==> src/adcpc_regs.svh <==
// register field positions, reset values and timing counts for the converter control port
`ifndef ADCPC_REGS_SVH
`define ADCPC_REGS_SVH
`define ADCPC_SETUP_RESET    8'hc0
`define ADCPC_POWER_HI_BIT   7
`define ADCPC_POWER_LO_BIT   6
`define ADCPC_ACQ_BIT        5
`define ADCPC_SGL_BIT        4
`define ADCPC_UNI_BIT        3
`define ADCPC_ADDR_HI_BIT    2
`define ADCPC_ADDR_LO_BIT    0
`define ADCPC_CLK_PERIOD_PS  4000
`define ADCPC_CONV_TIME_PS   3600000
`define ADCPC_CONV_CYCLES    ((`ADCPC_CONV_TIME_PS + `ADCPC_CLK_PERIOD_PS - 1) / `ADCPC_CLK_PERIOD_PS)
`define ADCPC_EXT_CONV_EDGES 13
`define ADCPC_POR_TIME_PS    10000000
`define ADCPC_POR_CYCLES     ((`ADCPC_POR_TIME_PS + `ADCPC_CLK_PERIOD_PS - 1) / `ADCPC_CLK_PERIOD_PS)
`endif

==> src/adcpc_pkg.sv <==
// types shared by the converter control port
package adcpc_pkg;
  typedef enum logic [1:0]
  {
    ADCPC_PM_A   = 2'b00,
    ADCPC_PM_B   = 2'b01,
    ADCPC_PM_INT = 2'b10,
    ADCPC_PM_EXT = 2'b11
  } adcpc_power_mode_e;
  typedef enum logic [1:0]
  {
    ADCPC_ST_IDLE = 2'b00,
    ADCPC_ST_CONV = 2'b01,
    ADCPC_ST_SHDN = 2'b10,
    ADCPC_ST_STBY = 2'b11
  } adcpc_state_e;
endpackage

==> src/adcpc_top.sv <==
// control port of a 10-bit converter: byte bus, setup decode, conversion sequencing
`timescale 1ns/1ps
`include "adcpc_regs.svh"

module adcpc_top #(
  parameter int          NUM_CHANNELS  = 8,
  parameter logic [1:0]  STANDBY_CODE  = 2'b01,
  parameter int          POR_CYCLES    = `ADCPC_POR_CYCLES
) (
  input  wire logic        i_clk,
  input  wire logic        i_nrst,
  input  wire logic        i_chip_select_n,
  input  wire logic        i_write_n,
  input  wire logic        i_read_n,
  input  wire logic        i_high_byte_enable,
  input  wire logic        i_conv_clk,
  input  wire logic [7:0]  i_bus_lines,
  output logic      [7:0]  o_bus_lines,
  output logic      [7:0]  o_bus_lines_oe,
  input  wire logic [9:0]  i_sar_code,
  output logic             o_sar_start,
  output logic      [2:0]  o_pos_input,
  output logic             o_neg_is_common,
  output logic      [2:0]  o_neg_input,
  output logic             o_unipolar,
  output logic             o_acq_external,
  output logic             o_standby,
  output logic             o_shutdown,
  output logic             o_por_busy,
  output logic             o_done_n
);

  // ==========================================================
  // pin synchronisers
  // ==========================================================
  logic [4:0] sync1;
  logic [4:0] sync2;
  logic [7:0] bus_s1;
  logic [7:0] bus_s2;
  logic       wr_prev;
  logic       clk_prev;

  // two flops on every strobe and bus pin before use
  always_ff @(posedge i_clk or negedge i_nrst)
  begin
    if (!i_nrst)
    begin
      sync1  <= 5'h1f;
      sync2  <= 5'h1f;
      bus_s1 <= 8'h00;
      bus_s2 <= 8'h00;
    end
    else
    begin
      sync1  <= {i_chip_select_n, i_write_n, i_read_n, i_high_byte_enable, i_conv_clk};
      sync2  <= sync1;
      bus_s1 <= i_bus_lines;
      bus_s2 <= bus_s1;
    end
  end

  logic cs_n_s;
  logic wr_n_s;
  logic rd_n_s;
  logic high_byte_enable_s;
  logic cclk_s;
  assign cs_n_s = sync2[4];
  assign wr_n_s = sync2[3];
  assign rd_n_s = sync2[2];
  assign high_byte_enable_s = sync2[1];
  assign cclk_s = sync2[0];

  // strobes count only while selected
  logic wr_rise;
  logic cclk_rise;
  assign wr_rise   = !cs_n_s && wr_n_s && !wr_prev;
  assign cclk_rise = !cs_n_s && cclk_s && !clk_prev;

  // ==========================================================
  // setup byte and decode
  // ==========================================================
  logic [7:0] setup;
  logic [7:0] next_setup;
  logic [7:0] active;
  logic [7:0] next_active;
  logic [9:0] result;
  logic [9:0] next_result;

  // setup byte latched from the bus on write release
  always_comb
  begin
    next_setup = setup;
    if (wr_rise)
      next_setup = bus_s2;
  end

  adcpc_pkg::adcpc_power_mode_e pmode;
  assign pmode = adcpc_pkg::adcpc_power_mode_e'(
                 {setup[`ADCPC_POWER_HI_BIT], setup[`ADCPC_POWER_LO_BIT]});

  // channel mux decode, shared by both input modes
  function automatic logic [5:0] adcpc_mux(input logic [7:0] b);
    logic [2:0] a;
    logic [2:0] p;
    logic [2:0] n;
    a = b[`ADCPC_ADDR_HI_BIT:`ADCPC_ADDR_LO_BIT];
    if (NUM_CHANNELS < 8)
      a[2] = 1'b0;
    if (b[`ADCPC_SGL_BIT])
    begin
      p = a;
      n = 3'h0;
    end
    else
    begin
      p = a;
      n = {a[2:1], ~a[0]};
    end
    return {p, n};
  endfunction

  logic [5:0] mux_sel;
  assign mux_sel = adcpc_mux(active);

  // power-down code to sequencer state, used on entry and after a conversion
  function automatic adcpc_pkg::adcpc_state_e adcpc_pd_state(input logic [1:0] code);
    if (code == STANDBY_CODE)
      return adcpc_pkg::ADCPC_ST_STBY;
    return adcpc_pkg::ADCPC_ST_SHDN;
  endfunction

  // ==========================================================
  // conversion sequencer
  // ==========================================================
  adcpc_pkg::adcpc_state_e state;
  adcpc_pkg::adcpc_state_e next_state;
  logic [11:0] cnt;
  logic [11:0] next_cnt;
  logic [22:0] por_cnt;
  logic [22:0] next_por_cnt;
  logic        done_n;
  logic        next_done_n;
  logic        start;
  logic        next_start;

  always_comb
  begin
    next_state   = state;
    next_cnt     = cnt;
    next_active  = active;
    next_result  = result;
    next_done_n  = done_n;
    next_start   = 1'b0;
    next_por_cnt = (por_cnt != 23'h0) ? por_cnt - 23'h1 : por_cnt;
    if (wr_rise)
      next_done_n = 1'b1;
    unique case (state)
      adcpc_pkg::ADCPC_ST_IDLE, adcpc_pkg::ADCPC_ST_STBY, adcpc_pkg::ADCPC_ST_SHDN:
      begin
        // a write with the power high bit set wakes standby or shutdown; a power-down byte selects a power-down state again
        if (wr_rise && por_cnt == 23'h0)
        begin
          next_active = bus_s2;
          if (bus_s2[`ADCPC_POWER_HI_BIT])
          begin
            next_state = adcpc_pkg::ADCPC_ST_CONV;
            next_start = 1'b1;
            next_cnt   = bus_s2[`ADCPC_POWER_LO_BIT]
                         ? 12'(`ADCPC_EXT_CONV_EDGES)
                         : 12'(`ADCPC_CONV_CYCLES);
          end
          else
            next_state = adcpc_pd_state(bus_s2[`ADCPC_POWER_HI_BIT:`ADCPC_POWER_LO_BIT]);
        end
        else if (wr_rise)
          next_state = adcpc_pkg::ADCPC_ST_IDLE;
      end
      adcpc_pkg::ADCPC_ST_CONV:
      begin
        // internal clock counts system cycles, external counts pin edges
        if (!active[`ADCPC_POWER_LO_BIT] || cclk_rise)
          next_cnt = cnt - 12'h1;
        if (cnt == 12'h1 && (!active[`ADCPC_POWER_LO_BIT] || cclk_rise))
        begin
          next_result = i_sar_code;
          next_done_n = 1'b0;
          // a power-down byte written mid-conversion takes effect here
          if (pmode == adcpc_pkg::ADCPC_PM_A || pmode == adcpc_pkg::ADCPC_PM_B)
            next_state = adcpc_pd_state(pmode);
          else
            next_state = adcpc_pkg::ADCPC_ST_IDLE;
        end
      end
    endcase
  end

  // sequencer and setup registers
  always_ff @(posedge i_clk or negedge i_nrst)
  begin
    if (!i_nrst)
    begin
      setup    <= `ADCPC_SETUP_RESET;
      active   <= `ADCPC_SETUP_RESET;
      result   <= 10'h000;
      state    <= adcpc_pkg::ADCPC_ST_IDLE;
      cnt      <= 12'h000;
      por_cnt  <= 23'(POR_CYCLES);
      done_n   <= 1'b1;
      start    <= 1'b0;
      wr_prev  <= 1'b1;
      clk_prev <= 1'b0;
    end
    else
    begin
      setup    <= next_setup;
      active   <= next_active;
      result   <= next_result;
      state    <= next_state;
      cnt      <= next_cnt;
      por_cnt  <= next_por_cnt;
      done_n   <= next_done_n;
      start    <= next_start;
      wr_prev  <= wr_n_s;
      clk_prev <= cclk_s;
    end
  end

  // ==========================================================
  // read path
  // ==========================================================
  logic       read_on;
  logic [7:0] rd_byte;
  assign read_on = !cs_n_s && !rd_n_s;

  // byte chosen combinationally from the high byte enable
  always_comb
  begin
    if (high_byte_enable_s)
      rd_byte = {{6{result[9] & ~active[`ADCPC_UNI_BIT]}}, result[9:8]};
    else
      rd_byte = result[7:0];
  end

  assign o_bus_lines     = read_on ? rd_byte : 8'h00;
  assign o_bus_lines_oe  = {8{read_on}};
  assign o_sar_start     = start;
  assign o_pos_input     = mux_sel[5:3];
  assign o_neg_input     = mux_sel[2:0];
  assign o_neg_is_common = active[`ADCPC_SGL_BIT];
  assign o_unipolar      = active[`ADCPC_UNI_BIT];
  assign o_acq_external  = active[`ADCPC_ACQ_BIT];
  assign o_standby       = (state == adcpc_pkg::ADCPC_ST_STBY);
  assign o_shutdown      = (state == adcpc_pkg::ADCPC_ST_SHDN);
  assign o_por_busy      = (por_cnt != 23'h0);
  assign o_done_n        = done_n;

endmodule

==> config.mk <==
export PLATFORM = sky130hd
export DESIGN_NAME = adcpc_top
export DESIGN_NICKNAME = d
export VERILOG_FILES = /design/src/adcpc_pkg.sv /design/src/adcpc_top.sv
export VERILOG_INCLUDE_DIRS = /design/src
export SDC_FILE = /design/constraint.sdc
export NUM_CORES = 1
export LEC_CHECK = 0
export ABC_CLOCK_PERIOD_IN_PS = 2200
export BUFFER_PORTS_ARGS = -buffer_cell sky130_fd_sc_hd__buf_2
export CAP_MARGIN = 25
export CORE_MARGIN = 2
export CORE_UTILIZATION = 50
export CTS_CLUSTER_SIZE = 8
export DETAILED_ROUTE_END_ITERATION = 7
export GPL_ROUTABILITY_DRIVEN = 0
export PLACE_DENSITY = 0.8
export SYNTH_ARGS = -nofsm -noshare
export SYNTH_HDL_FRONTEND = slang
export SYNTH_SLANG_ARGS = --single-unit
==> constraint.sdc <==
create_clock -name i_clk -period 2.2 [get_ports i_clk]
set_clock_uncertainty 0.2 [all_clocks]
set_input_delay 0.44 -clock i_clk [delete_from_list [all_inputs] [get_ports i_clk]]
set_output_delay 0.44 -clock i_clk [all_outputs]
set_load 0.01 [all_outputs]
==> flow_summary.toml <==
[clock_tree]
clk_pin_slew_ns = 0.09
clk_latency_ns = 0.35
htreeDepth = 3
cts-root-buf = "clkbuf_8"
cts_buffers = 9
cts_tree = "built"
cts.sinks = 86
cts_buffer_depth = 2

[setup_path]
worst_r2r_path_depth = 9
slowest_delay_ns = 0.39
criticalPathCategory = "register to output port"
path_depth = 7
cpMostUsedCell = "buf_6"
crit_family = "simple AND/OR/NAND/NOR gates"
worst_ep_arrival_time_ns = 1.67
worst_setup_path_start_kind = "register"
crit_chain = "inv_2 > ha_4 > nor4b_4 > nand3_2 > buf_6 > nand2b_4 > buf_6"
cp_slowest_cell = "dfrtp_1"
timing.critical_path.buf_inv = 3
crit_required_ns = 1.56
critical_path.max_fanout = 2
worstSetupEndpointType = "output port"

[layout]
diodes = 0
final_cells = 510
syn_to_final_growth_pct = 29.6
fillers = 530
drive_above_1_share = 0.414
final_cell_area_mm2 = 0.00476
fin_nets = 435

[synthesis]
synth_seq_cells = 86
synth_xor_area_frac = 0.0525
synth-adder-area-share = 0.0136
synth_top_family_by_area = "simple AND/OR/NAND/NOR gates"
synth_area_mm2 = 0.00367
synthArstFlopShare = 1.00
yosys.area_share.simple = 0.164
yosysMostFrequentCell = "dfrtp_1"
yosys_warnings = 0
syn_avg_cell_area_um2 = 12.1
synth_compound_area_frac = 0.0757
muxShareOfSynthArea = 0.0607
ys_types = 46
synth_common_cells = "66 x dfrtp_1, 27 x nor2_1, 20 x dfstp_2, 19 x nand2_1, 17 x mux2_2"
synth_seq_area_share = 0.593
syn_nets = 332
synth_top_area_frac = 0.450
synthTopCellsByArea = "dfrtp_1 45%, dfstp_2 14%, mux2_2 5.2%"
yosysTopAreaCell = "dfrtp_1"
netlist_instances = 303
synthFlopType = "dfrtp_1"
synth_edf_count = 0

[grt]
grt_usage = 0.209
grt_max_degree = 34
grt_overflow = 0
grt_pass1_wl_um = 12600
grt_pass1_vias = 2648
grt_antenna_before_repair = 0

[hold_path]
holdCritPathClass = "input pin to register"
hold_depth = 2

[power]
leakagePower_nw = 2.37
power_density_mw_per_mm2 = 925
ir_worst_vdd_uv = 600

[drt]
vias = 2644
drt_wl_total_um = 7450
drtAntennaViolNets = 0
firstDrtPassIters = 4
drcViolationCount = 0
via_per_inst = 5.18
drtIter0Drc = 158
wl_per_cell_um = 14.6

[floorplanning]
die_y_um = 89.7
core_mm2 = 0.00718
initial_core_util = 0.512
die_area_mm2 = 0.00804
die_w_um = 89.7
pin_count = 55
rows = 31

[run_status]
status = "finished with violations"
violations = "setup timing"

[timing]
period_share = 1.05
slew_headroom = 0.714
rsz0062_at_grt = "yes"
slew_violations = 0
fin_ws_ns = -0.108
finalHoldViolations = 0
worstMarginPinSlew_ns = 0.423
setup_viol = 1
whs_ns = 0.111
finalCriticalPeriod_ns = 2.31
max_freq_ghz = 0.433

[placed_design]
dp.cells = 467
io_buffers = 54
dpl_worst_slack_ns = 0.0257
dp_hpwl_um = 4830
placed_area_mm2 = 0.00420

[flow_run]
cap_violations = 0
-- sequential cells by signal (all words and copies together) (netlist names) --
| register | count |
|---|---|
| wr_prev | 1 |
| bus_s1 | 8 |
| setup | 2 |
| active | 7 |
| o_done_n | 1 |
| bus_s2 | 8 |
| state | 2 |
| sync2 | 5 |
| o_sar_start | 1 |
| sync1 | 5 |
| cnt | 12 |
| result | 10 |
| por_cnt | 23 |
| clk_prev | 1 |
-- path summary, 6_finish.rpt --
check	to	start	slack, ns
hold reg to reg	bus_s2[4]	bus_s1[4]	0.15
setup reg to reg	active[1]	por_cnt[1]	0.02
min in group asynchronous	result[6]	i_nrst	0.36
max in group asynchronous	sync1[3]	i_nrst	0.81
hold / removal	result[6]	i_sar_code[6]	0.11
setup / recovery	o_por_busy	por_cnt[1]	-0.11
-- report_power, final --
part           leakage (nW)  switching [mW]  internal, mW
registers              1.03           0.258          1.91
clock network         0.105           0.586         0.539
logic                  1.24           0.552         0.559
-- placed cells by master, fill, tap and decap left out, types with 6 or more instances in the layout --
cell            n
buf_2          52
buf_4          35
clkbuf_8        9
dfrtp_1        66
dfstp_2        20
dlygate4sd3_1  14
inv_1           9
mux2_2         14
nand2_1        19
nand3_1         8
nor2_1         25
nor3_1         11
nor4_4          6
o21a_1          8
o21ai_0         8
xnor2_1         7
xor2_1         15
-- through the flow --
step / TNS [ns] / util / total power [mW]
6_report: -0.108 / 0.663 / 4.40
5_1_grt: -0.642 / 0.663 / 4.68
4_1_cts: -0.124 / 0.650 / 4.35
3_5_place_dp: 0 / 0.585 / 3.19
3_3_place_gp: 0 / 0.585 / 3.13
2_1_floorplan: -0.0569 / - / 2.83
-- layer usage --
layer,global-route usage,part of all wire,vias up
met3,0.0329,0.037,15
met2,0.328,0.50,70
met4,0.102,0.022,0
met1,0.284,0.44,1303
li1,-,-,1256
met5,0,0,-
-- final cells by class --
type / count / area, um2 / area share
clock inverter: 7 / 78.8 / 0.0166
tap: 99 / 124 / 0.0260
timing repair buffer: 108 / 759 / 0.160
inverter: 11 / 41.3 / 0.00868
clock buffer: 9 / 124 / 0.0260
multi-input combinational: 190 / 1450 / 0.306
sequential: 86 / 2180 / 0.458
-- cell families after synthesis --
group | Yosys count
buffers and inverters | 27
AOI/OAI and AO/OA | 41
xor gates and xnor gates | 22
muxes | 20
adders and majority gates | 4
and+or+nand+nor | 103
DFF | 86
-- what timing repair did --
action,4_1_cts,5_1_grt
hold endpoints to repair,37,0
endpoints found under the setup margin,14,37
buffers inserted,11,4
pin swaps,2,5
hold buffers,14,0
gates resized for setup,12,17
Note: power is estimated with default switching activity, not from simulation.
